File: src/shared/bms_pkg.sv
/*
 * Shared constants and types for the boost mode supervisor.
 * Assumes a 25 MHz system clock; all cycle counts derive from it.
 */
package bms_pkg;

    localparam longint CLK_HZ = 25_000_000;
    localparam longint MS_PER_S = 1_000;
    localparam longint US_PER_S = 1_000_000;

    // Times as specified, in their own units
    localparam longint BOOST_TMR_S = 32;
    localparam longint CRUDE_TMR_S = 32;
    localparam longint OVL_FILTER_MS = 30;
    localparam longint FAULT_PULSE_US = 128;
    localparam longint SOFT_START_US = 1_000;

    // Cycle counts; least times round up
    localparam int BOOST_TMR_CYC = int'(BOOST_TMR_S * CLK_HZ);
    localparam int CRUDE_TMR_CYC = int'(CRUDE_TMR_S * CLK_HZ);
    localparam int OVL_FILTER_CYC =
        int'((OVL_FILTER_MS * CLK_HZ + MS_PER_S - 1) / MS_PER_S);
    localparam int FAULT_PULSE_CYC =
        int'((FAULT_PULSE_US * CLK_HZ + US_PER_S - 1) / US_PER_S);
    localparam int SOFT_START_CYC =
        int'((SOFT_START_US * CLK_HZ + US_PER_S - 1) / US_PER_S);

    // Positions of the asynchronous inputs in the synchroniser vector
    localparam int IN_OTG = 0;
    localparam int IN_VBUS_OVP = 1;
    localparam int IN_OVERLOAD = 2;
    localparam int IN_BAT_HIGH = 3;
    localparam int IN_BAT_MIN = 4;
    localparam int IN_BAT_LOW = 5;
    localparam int IN_VBUS_UVLO = 6;
    localparam int IN_IL_LOW = 7;
    localparam int IN_MID_RAIL_NODE_LOW = 8;
    localparam int IN_COUNT = 9;

    typedef enum logic [1:0] {
        BMS_IDLE,
        BMS_SOFT,
        BMS_RUN,
        BMS_HIZ
    } bms_state_t;

endpackage

File: src/verilog/bms_top.sv
/*
 * Boost mode supervisor: boost entry, soft start, light-load pulse
 * skipping, 32 s safety timer, boost faults, status pin pulse,
 * high-impedance mode and the crude host-presence timer.
 * Assumes host control bits arrive on sys_clk as levels or one-cycle
 * write pulses; pin and comparator inputs are asynchronous.
 */
//
// Operation
// - Boost when OTG pin or request bit set
// - Soft-start on every boost start-up
// - Skip switching below 75 mA, resume on droop
// - Start 32 s timer when boost begins
// - Kick restarts timer, kick bit self-clears
// - Timer expiry stops boost, pulses, sets fault
// - Timer fault latched until reset or clear
// - VBUS overvoltage stops boost, clears request
// - After overvoltage, restart on request or OTG
// - Overload fault only after 30 ms persistence
// - Overload fault stops boost until host clears
// - Battery out of range stops boost
// - After battery fault, restart on request/OTG
// - Status pin released; 128 us low per new fault, overlaps merge
// - High-impedance on request bit without OTG
// - Crude timer runs in high-Z at low battery
// - Crude expiry enters 32-minute mode
// - 32-minute mode and UVLO force high-Z
`timescale 1ns/1ns
module bms_top #(
    parameter int BOOST_TIMER_CYCLES = bms_pkg::BOOST_TMR_CYC,
    parameter int CRUDE_TIMER_CYCLES = bms_pkg::CRUDE_TMR_CYC,
    parameter int OVERLOAD_CYCLES = bms_pkg::OVL_FILTER_CYC,
    parameter int SOFT_START_CYCLES = bms_pkg::SOFT_START_CYC
) (
    input wire logic sys_clk,
    input wire logic rst,
    input wire logic otg_pin,
    input wire logic vbus_overvoltage,
    input wire logic vbus_overload,
    input wire logic battery_above_max,
    input wire logic battery_below_min,
    input wire logic battery_below_low,
    input wire logic vbus_below_uvlo,
    input wire logic inductor_current_low,
    input wire logic mid_rail_node_low,
    input wire logic boost_request_write,
    input wire logic boost_request_value,
    input wire logic timer_kick_write,
    input wire logic high_impedance_request_bit,
    input wire logic fault_clear,
    output logic boost_request_bit,
    output logic timer_kick_bit,
    output logic converter_enable,
    output logic switching_enable,
    output logic soft_start_active,
    output logic boost_mode,
    output logic high_impedance_mode,
    output logic minute_mode,
    output logic fault_timer,
    output logic fault_vbus_ovp,
    output logic fault_overload,
    output logic fault_battery,
    output logic stat_out,
    output logic stat_oe
);
    import bms_pkg::*;

    localparam int BW = $clog2(BOOST_TIMER_CYCLES + 1);
    localparam int CW = $clog2(CRUDE_TIMER_CYCLES + 1);
    localparam int OW = $clog2(OVERLOAD_CYCLES + 1);
    localparam int SW = $clog2(SOFT_START_CYCLES + 1);
    localparam int PW = $clog2(FAULT_PULSE_CYC + 1);

    // Two-stage synchroniser for every asynchronous input
    logic [IN_COUNT-1:0] async_in;
    logic [IN_COUNT-1:0] meta;
    logic [IN_COUNT-1:0] sync;

    assign async_in[IN_OTG] = otg_pin;
    assign async_in[IN_VBUS_OVP] = vbus_overvoltage;
    assign async_in[IN_OVERLOAD] = vbus_overload;
    assign async_in[IN_BAT_HIGH] = battery_above_max;
    assign async_in[IN_BAT_MIN] = battery_below_min;
    assign async_in[IN_BAT_LOW] = battery_below_low;
    assign async_in[IN_VBUS_UVLO] = vbus_below_uvlo;
    assign async_in[IN_IL_LOW] = inductor_current_low;
    assign async_in[IN_MID_RAIL_NODE_LOW] = mid_rail_node_low;

    always_ff @(posedge sys_clk) begin
        meta <= async_in;
        sync <= meta;
    end

    wire otg_active = sync[IN_OTG];
    wire ovp_now = sync[IN_VBUS_OVP];
    wire overload_now = sync[IN_OVERLOAD];
    wire bat_bad_now = sync[IN_BAT_HIGH] | sync[IN_BAT_MIN];
    wire bat_low_now = sync[IN_BAT_LOW];
    wire uvlo_now = sync[IN_VBUS_UVLO];
    wire il_low_now = sync[IN_IL_LOW];
    wire mid_rail_node_low_now = sync[IN_MID_RAIL_NODE_LOW];

    bms_state_t state;
    bms_state_t next_state;

    logic [BW-1:0] boost_cnt;
    logic [CW-1:0] crude_cnt;
    logic [OW-1:0] ovl_cnt;
    logic [SW-1:0] soft_cnt;
    logic [PW-1:0] pulse_cnt;
    logic pulse_skip;

    wire boosting = (state == BMS_SOFT) | (state == BMS_RUN);

    // Fault events; overload must outlast its filter first
    wire boost_expired = boosting &
        (boost_cnt == BW'(BOOST_TIMER_CYCLES - 1)) & ~timer_kick_bit;
    wire ovl_expired = boosting & overload_now &
        (ovl_cnt == OW'(OVERLOAD_CYCLES));
    wire ovp_event = boosting & ovp_now;
    wire bat_event = boosting & bat_bad_now;
    wire any_stop = boost_expired | ovl_expired | ovp_event | bat_event;

    // Latched timer and overload faults block until cleared; live OVP and battery conditions block too
    wire blocked = fault_timer | fault_overload | ovp_now | bat_bad_now;

    wire hiz_wanted = (high_impedance_request_bit & ~otg_active)
        | (minute_mode & uvlo_now);
    wire boost_wanted = (boost_request_bit | otg_active) & ~minute_mode;
    wire boost_go = boost_wanted & ~hiz_wanted & ~blocked;

    wire soft_done = soft_cnt == SW'(SOFT_START_CYCLES - 1);
    wire crude_run = (state == BMS_HIZ) & bat_low_now & ~minute_mode;
    wire crude_expired = crude_run &
        (crude_cnt == CW'(CRUDE_TIMER_CYCLES - 1));

    // A fault bit rising from clear to set starts the status pulse
    wire set_timer = boost_expired;
    wire set_ovl = ovl_expired;
    wire set_ovp = ovp_event;
    wire set_bat = bat_event;
    wire new_fault = (set_timer & ~fault_timer) | (set_ovl & ~fault_overload)
        | (set_ovp & ~fault_vbus_ovp) | (set_bat & ~fault_battery);
    wire pulse_busy = pulse_cnt != '0;
    wire pulse_start = new_fault & ~pulse_busy;

    always_comb begin
        next_state = state;
        case (state)
            BMS_IDLE: begin
                if (hiz_wanted) begin
                    next_state = BMS_HIZ;
                end else if (boost_go) begin
                    next_state = BMS_SOFT;
                end
            end
            BMS_SOFT: begin
                if (any_stop | hiz_wanted | ~boost_wanted) begin
                    next_state = BMS_IDLE;
                end else if (soft_done) begin
                    next_state = BMS_RUN;
                end
            end
            BMS_RUN: begin
                if (any_stop | hiz_wanted | ~boost_wanted) begin
                    next_state = BMS_IDLE;
                end
            end
            BMS_HIZ: begin
                if (~hiz_wanted) begin
                    next_state = BMS_IDLE;
                end
            end
            default: begin
                next_state = BMS_IDLE;
            end
        endcase
    end

    always_ff @(posedge sys_clk) begin
        if (rst) begin
            state <= BMS_IDLE;
        end else begin
            state <= next_state;
        end
    end

    // Soft-start length counter, restarted on every entry
    always_ff @(posedge sys_clk) begin
        if (rst || state != BMS_SOFT) begin
            soft_cnt <= '0;
        end else if (!soft_done) begin
            soft_cnt <= soft_cnt + SW'(1);
        end
    end

    // Safety timer: zero while idle, so each boost starts fresh
    always_ff @(posedge sys_clk) begin
        if (rst || !boosting || timer_kick_bit) begin
            boost_cnt <= '0;
        end else if (!boost_expired) begin
            boost_cnt <= boost_cnt + BW'(1);
        end
    end

    // Kick bit holds one cycle, then hardware clears it
    always_ff @(posedge sys_clk) begin
        if (rst) begin
            timer_kick_bit <= 1'b0;
        end else begin
            timer_kick_bit <= timer_kick_write;
        end
    end

    // Overload filter: any gap in the condition restarts the count
    always_ff @(posedge sys_clk) begin
        if (rst || !boosting || !overload_now) begin
            ovl_cnt <= '0;
        end else if (ovl_cnt != OW'(OVERLOAD_CYCLES)) begin
            ovl_cnt <= ovl_cnt + OW'(1);
        end
    end

    // Crude timer restarts whenever its enabling condition drops
    always_ff @(posedge sys_clk) begin
        if (rst || !crude_run) begin
            crude_cnt <= '0;
        end else if (!crude_expired) begin
            crude_cnt <= crude_cnt + CW'(1);
        end
    end

    // A kick proves the host is present and leaves 32-minute mode
    always_ff @(posedge sys_clk) begin
        if (rst) begin
            minute_mode <= 1'b0;
        end else if (crude_expired) begin
            minute_mode <= 1'b1;
        end else if (timer_kick_write) begin
            minute_mode <= 1'b0;
        end
    end

    // Hardware clear beats a host write so a fault cannot be undone
    always_ff @(posedge sys_clk) begin
        if (rst) begin
            boost_request_bit <= 1'b0;
        end else if (ovl_expired | ovp_event | bat_event) begin
            boost_request_bit <= 1'b0;
        end else if (boost_request_write) begin
            boost_request_bit <= boost_request_value;
        end
    end

    // Sticky fault bits: a set in the clear cycle wins
    always_ff @(posedge sys_clk) begin
        if (rst) begin
            fault_timer <= 1'b0;
            fault_overload <= 1'b0;
            fault_vbus_ovp <= 1'b0;
            fault_battery <= 1'b0;
        end else begin
            fault_timer <= set_timer | (fault_timer & ~fault_clear);
            fault_overload <= set_ovl | (fault_overload & ~fault_clear);
            fault_vbus_ovp <= set_ovp | (fault_vbus_ovp & ~fault_clear);
            fault_battery <= set_bat | (fault_battery & ~fault_clear);
        end
    end

    // Pulse skipping: stop below light-load current, resume on droop
    always_ff @(posedge sys_clk) begin
        if (rst || state != BMS_RUN) begin
            pulse_skip <= 1'b0;
        end else if (mid_rail_node_low_now) begin
            pulse_skip <= 1'b0;
        end else if (il_low_now) begin
            pulse_skip <= 1'b1;
        end
    end

    // Status pulse; onsets during a running pulse merge into it
    always_ff @(posedge sys_clk) begin
        if (rst) begin
            pulse_cnt <= '0;
        end else if (pulse_start) begin
            pulse_cnt <= PW'(FAULT_PULSE_CYC);
        end else if (pulse_busy) begin
            pulse_cnt <= pulse_cnt - PW'(1);
        end
    end

    // Registered power-stage controls follow the next state
    always_ff @(posedge sys_clk) begin
        if (rst) begin
            converter_enable <= 1'b0;
            switching_enable <= 1'b0;
            soft_start_active <= 1'b0;
            boost_mode <= 1'b0;
            high_impedance_mode <= 1'b0;
            stat_out <= 1'b0;
            stat_oe <= 1'b0;
        end else begin
            converter_enable <= (next_state == BMS_SOFT) |
                (next_state == BMS_RUN);
            switching_enable <= (next_state == BMS_SOFT) |
                ((next_state == BMS_RUN) & ~pulse_skip);
            soft_start_active <= next_state == BMS_SOFT;
            boost_mode <= (next_state == BMS_SOFT) | (next_state == BMS_RUN);
            high_impedance_mode <= next_state == BMS_HIZ;
            stat_out <= 1'b0;
            stat_oe <= pulse_start | (pulse_cnt > PW'(1));
        end
    end

endmodule

File: config.mk
export PLATFORM = sky130hd
export DESIGN_NAME = bms_top
export DESIGN_NICKNAME = d
export VERILOG_FILES = /design/src/shared/bms_pkg.sv /design/src/verilog/bms_top.sv
export SDC_FILE = /design/constraint.sdc
export NUM_CORES = 1
export LEC_CHECK = 0
export BUFFER_PORTS_ARGS = -buffer_cell sky130_fd_sc_hd__clkbuf_2
export CAP_MARGIN = 20
export CELL_PAD_IN_SITES_DETAIL_PLACEMENT = 1
export CELL_PAD_IN_SITES_GLOBAL_PLACEMENT = 2
export CORE_ASPECT_RATIO = 2
export CORE_MARGIN = 1
export CORE_UTILIZATION = 30
export DETAILED_ROUTE_END_ITERATION = 10
export MAX_ROUTING_LAYER = met4
export PLACE_DENSITY_LB_ADDON = 0.1
export SYNTH_ARGS = -nofsm -noshare
export SYNTH_HDL_FRONTEND = slang
export SYNTH_SLANG_ARGS = --single-unit
File: constraint.sdc
create_clock -name sys_clk -period 4.4 [get_ports sys_clk]
set_input_delay 0.22 -clock sys_clk [delete_from_list [all_inputs] [get_ports sys_clk]]
set_output_delay 0.22 -clock sys_clk [all_outputs]
set_load 0.01 [all_outputs]
# --- Word level (Yosys, flattened, before mapping) ---
# Index checks and enable logic that the tools add are counted.
classes:
  muxes: 11
  shifts: 0
  addsub: 5
  magnitude_cmp: 1
  n_eq_ne: 13
  bitwise_logic: 61
  n_mul: 0
  div_mod_pow: 0
  n_reduce_logical: 16
ops:
  columns: ["op", "n"]
  rows:
  - ["$add A30 B1 Y30 const B", 2]
  - ["$eq A30 B30 Y1 const B", 2]
  - ["$and A1 B1 Y1", 24]
  - ["$mux W12", 2]
  - ["$or A1 B1 Y1", 24]
  - ["$add A20 B1 Y20 const B", 1]
  - ["$eq A20 B20 Y1 const B", 1]
  - ["$ne A20 B20 Y1 const B", 1]
  - ["$add A15 B1 Y15 const B", 1]
  - ["$eq A15 B15 Y1 const B", 1]
  - ["$not A1 Y1", 13]
  - ["$gt A12 B1 Y1 const B", 1]
  - ["$mux W2", 6]
  - ["$reduce_bool A12 Y1", 1]
  - ["$sub A12 B1 Y12 const B", 1]
  - ["$eq A2 B2 Y1 const B", 4]
  - ["$pmux W2 S4", 1]
  - ["$logic_or A1 B1 Y1", 6]
  - ["$reduce_or A2 Y1", 3]
  - ["$eq A2 B1 Y1 const B", 2]
  - ["$reduce_bool A2 Y1", 2]
  - ["$logic_not A1 Y1", 3]
  - ["$logic_not A2 Y1", 1]
  - ["$mux W1", 2]
  - ["2 further kinds", 2]
totals:
  latchBits: 0
  mem_bits_rw: 0
  ff_bits: 140
  mem_bits_ro: 0
  word_cells: 129
  memories: 0
  input_bits: 16
  out_inout_bits: 14

# --- Longest topological paths before layout ---
logic_depth:
  word_depth: 14
  ltp_mapped: 11

# --- Least setup slack after synthesis ---
# OpenSTA, ideal clock, no wires.
synth_path:
  kind: "register to register"
  startpoint: "register state[1]"
  endpoint: "register boost_mode"
  path_buffers: 1
  required_time_ps: 4273
  path_stages_with_launch: 10
  setup_slack_ps: 1921
  setup_time_ps: 127
  t_arrival_ps: 2353
  synth_period_minus_slack_ps: 2479
  cell_sequence: "dfxtp_1 inv_1 ha_1 and2_2 a32o_1 or3_2 buf_6 a21oi_1 ha_1 nor2b_1"
synth_between:
  elab_chain_cells: 13
  elab_cells_between_ends: 26
synth_lines:
  columns: ["element", "line", "text"]
  rows:
  - ["start, declared", "bms_top.sv:103", "bms_state_t state;"]
  - ["start signal, assigned", "bms_top.sv:184", "state <= next_state;"]
  - ["$eq A2 B1 Y1 / $eq A2 B2 Y1 (equally long branches)", "bms_top.sv:113, bms_top.sv:149", null]
  - ["$or A1 B1 Y1", "bms_top.sv:113", "wire boosting = (state == BMS_SOFT) | (state == BMS_RUN);"]
  - ["$and A1 B1 Y1 (on tied branches)", "bms_top.sv:116, bms_top.sv:118", null]
  - ["$and A1 B1 Y1 (on tied branches)", "bms_top.sv:117, bms_top.sv:118", null]
  - ["$or A1 B1 Y1 (3 in series)", "bms_top.sv:122", "wire any_stop = boost_expired | ovl_expired | ovp_event | bat_event;"]
  - ["$or A1 B1 Y1 (2 in series)", "bms_top.sv:158, bms_top.sv:165", null]
  - ["$mux W2 (on tied branches)", "bms_top.sv:165, bms_top.sv:158", null]
  - ["$pmux W2 S4 (*)", "bms_top.sv:149", "case (state)"]
  - ["named net next_state[0]", "bms_top.sv:104", "bms_state_t next_state;"]
  - ["$eq A2 B1 Y1 / $eq A2 B2 Y1 (equally long branches)", "bms_top.sv:308", "boost_mode <= (next_state == BMS_SOFT) | (next_state == BMS_RUN);"]
  - ["$or A1 B1 Y1 (*)", "bms_top.sv:308", null]
  - ["end signal, assigned", "bms_top.sv:308", null]
  - ["end, declared", "bms_top.sv:56", "output logic boost_mode,"]
# The timed path passes the listed nets; every way through them passes the cells marked *.
# A chain may end at the register's enable or synchronous reset.

# --- Final worst setup path ---
# Ends and elaborated chain as after synthesis.

==> results.yml <==
floorplan:
  core_sq_um: 20500
  die-width_microns: 104
  fp-row-count: 74
  start_util_pct: 30.5
  die_h_microns: 206
  io_pins: 30
  die-area_sq_um: 21400
timing:
  setup_tns_ns: 0
  fin_worst_skew_ns: 0.00715
  setup_ws_ns: 1.53
  finalHoldViolCount: 0
  max_freq_ghz: 0.349
  finalSetupViolCount: 0
  grt_setup_unrepaired: "false"
  worst_pin_slew_ns: 0.846
  fin_crit_ns: 2.87
  finalMaxSlewViolations: 0
  fin_crit_sh_pct: 65.1
  slew_headroom_pct: 43.6
route:
  drc: 0
  ant_nets: 0
  wl_per_cell_microns: 16.1
  drtIter0Drc: 119
  viasPerCell: 5.14
  postRouteWirelength_microns: 16400
  dr_total_vias: 5255
  first_pass_iters: 4
synthesis:
  synth_edf_count: 0
  ys.flop_type: "dfxtp_1"
  yosysSeqAreaShare_pct: 44.8
  synthCells: 710
  syn_avg_cell_area_sq_um: 8.80
  synthesis.nets: 740
  synth-warning-count: 0
  async_flop_share_pct: 0
  synth.area.top_cells: "dfxtp_1 45%, nor2_1 5.9%, xor2_1 5.6%"
  ys_types: 64
  yosys.area.top_type: "dfxtp_1"
  netlist_area_sq_um: 6250
  synth_top_area_share_pct: 44.8
  yosys_register_bits: 140
job:
  drv_cap: 0
pwr:
  report.power.total_w: 0.00356
  max-vdd-ir-drop_v: 0.000242
  leakage_nw: 2.47
  p_per_area_nw_per_um2: 486
setup_path:
  critPathArrivalTime_ns: 3.15
  startpoint_type: "flop"
  path_cells: "inv_1 -> ha_1 -> nand4b_1 -> nor4_4 -> and3_4 -> or3_2 -> a21oi_1 -> ha_1 -> nor2b_1"
  crit_fanout: 9
  crit_slowest_cell: "nor4_4"
  critPathRequiredTime_ns: 4.69
  cpMostUsedCell: "ha_1"
  max_stage_delay_ns: 0.55
  critPathCaptureType: "flop"
  path_class: "reg2reg"
clock_tree:
  postCtsSetupRepairBufs: 0
  ctsResizeCount: 0
  path_clk_slew_ns: 0.06
  cts_tree: "yes"
  clkSinkCount: 140
  cts_buffer_depth: 2
  cts_root_buffer: "clkbuf_16"
  h-tree-depth: 4
  cts_buffers: 17
  clkLatencyLatePin_ns: 0.43
place:
  dp.cells: 981
  place_ws_ns: 1.52
  gp_congestion: 0.789
  hpwlAfterDp_microns: 12100
  portBuffers: 28
grt:
  antenna_found_initial: 0
  grt_max_degree: 36
  first_global_vias: 5549
  grt_use_total_pct: 16.8
  grt.busiest_layer: "met2"
  grt_first_pass_wirelength_microns: 27400
  grtUsageMet1_pct: 16.3
  grt_overflow_total: 0
  grtUsageMet3_pct: 3.37
  met2_usage_pct: 31.6
finish:
  fin_cells: 1022
  layout_common_cells: "140 x dfxtp_1, 99 x nor2_1, 44 x nand2_1, 42 x nand3_1, 40 x xor2_1"
  utilization_pct: 35.7
  fin_nets: 773
  area_delta_synth_final_pct: 17.0
  layout_commonest_cell: "dfxtp_1"
  n_fill_cell: 2369
  drive_gt1_share_pct: 10.6
  n_antenna_cell: 0
min_path:
  hp-class: "in2reg"
run_status:
  status: "finished clean"
## metrics by stage
step           cell area [sq um]  hold WS [ns]
2_1_floorplan               6250         0.248
3_3_place_gp                6620         0.314
3_5_place_dp                6620         0.314
4_1_cts                     7310       0.00569
5_1_grt                     7310        0.0636
6_report                    7310        0.0374
## repair_timing
item                                    in CTS  in global routing
endpoints found under the setup margin       0                  0
hold endpoints to repair                     9                  0
hold buffers                                 9                  0
## Yosys cell counts, drive strengths merged, types with 2 or more instances
cell type	n
nand3	42
and2	4
xnor2	27
buf	9
and3	14
or3	17
or2	3
a41o	2
and4	9
nor2	99
inv	21
nor3	22
dfxtp	140
nor4	14
ha	14
clkbuf	15
a21o	2
or4	7
nand4b	3
nand2b	6
or4b	7
o41ai	3
nand3b	4
or4bb	2
nand2	44
a31oi	6
o31ai	5
o21ai	24
a32o	3
mux2i	5
nor3b	2
a211oi	7
a21oi	37
nor2b	4
xor2	40
or3b	3
nand4	29
## power by group
group          leakage, nW  switching, W  internal (W)
combinational         1.03      0.000386      0.000258
sequential            1.14     0.0000791       0.00135
clock                0.299      0.000562      0.000915
total                 2.47       0.00103       0.00253
## worst paths after layout
kind / from / end / slack [ns] / cells past startpoint
max reg2reg: state[1] / boost_mode / 1.53 / 9
min: timer_kick_write / timer_kick_bit / 0.04 / 3
min reg2reg: meta[3] / sync[3] / 0.33 / 0
max: state[1] / boost_mode / 1.53 / 9
## layer usage
metal / vias up / part of all wire (%)
met5: - / 0
met4: 0 / 2.3
met3: 24 / 2.3
met2: 68 / 55
met1: 2569 / 41
li1: 2594 / -
## worst max-delay path, delay by kind of cell (launching register included)
family	cells	cell delay (ns)
AO/OA/AOI/OAI	1	0.11
AND/OR/NAND/NOR	5	1.37
flip-flops	1	0.40
adder cells (fa/ha/maj)	2	0.73
buffers and inverters	1	0.10
## kinds of logic after synthesis
group	synth area share (%)
AOI/OAI and AO/OA	9.67
adders and majority gates	2.80
other	0.0600
xor gates and xnor gates	9.39
and+or+nand+nor	29.4
muxes	0.801
DFF	44.8
buffers and inverters	3.00
## area by class of cell
class / instances / area [sq um] / share of cell area (%)
sequential: 140 / 2800 / 38.3
clock buffer: 20 / 457 / 6.24
multi-input combinational: 525 / 3260 / 44.6
inverter: 21 / 78.8 / 1.08
tap: 266 / 333 / 4.55
timing repair buffer: 38 / 238 / 3.25
clock inverter: 12 / 145 / 1.98
## sequential cells by signal, indices dropped and copies added, names as in the netlist, 2 cells and up
| name | count |
|---|---|
| boost_cnt | 30 |
| crude_cnt | 30 |
| meta | 9 |
| ovl_cnt | 20 |
| pulse_cnt | 12 |
| soft_cnt | 15 |
| state | 2 |
| sync | 9 |
No activity file was read; power rests on OpenSTA's default activity.
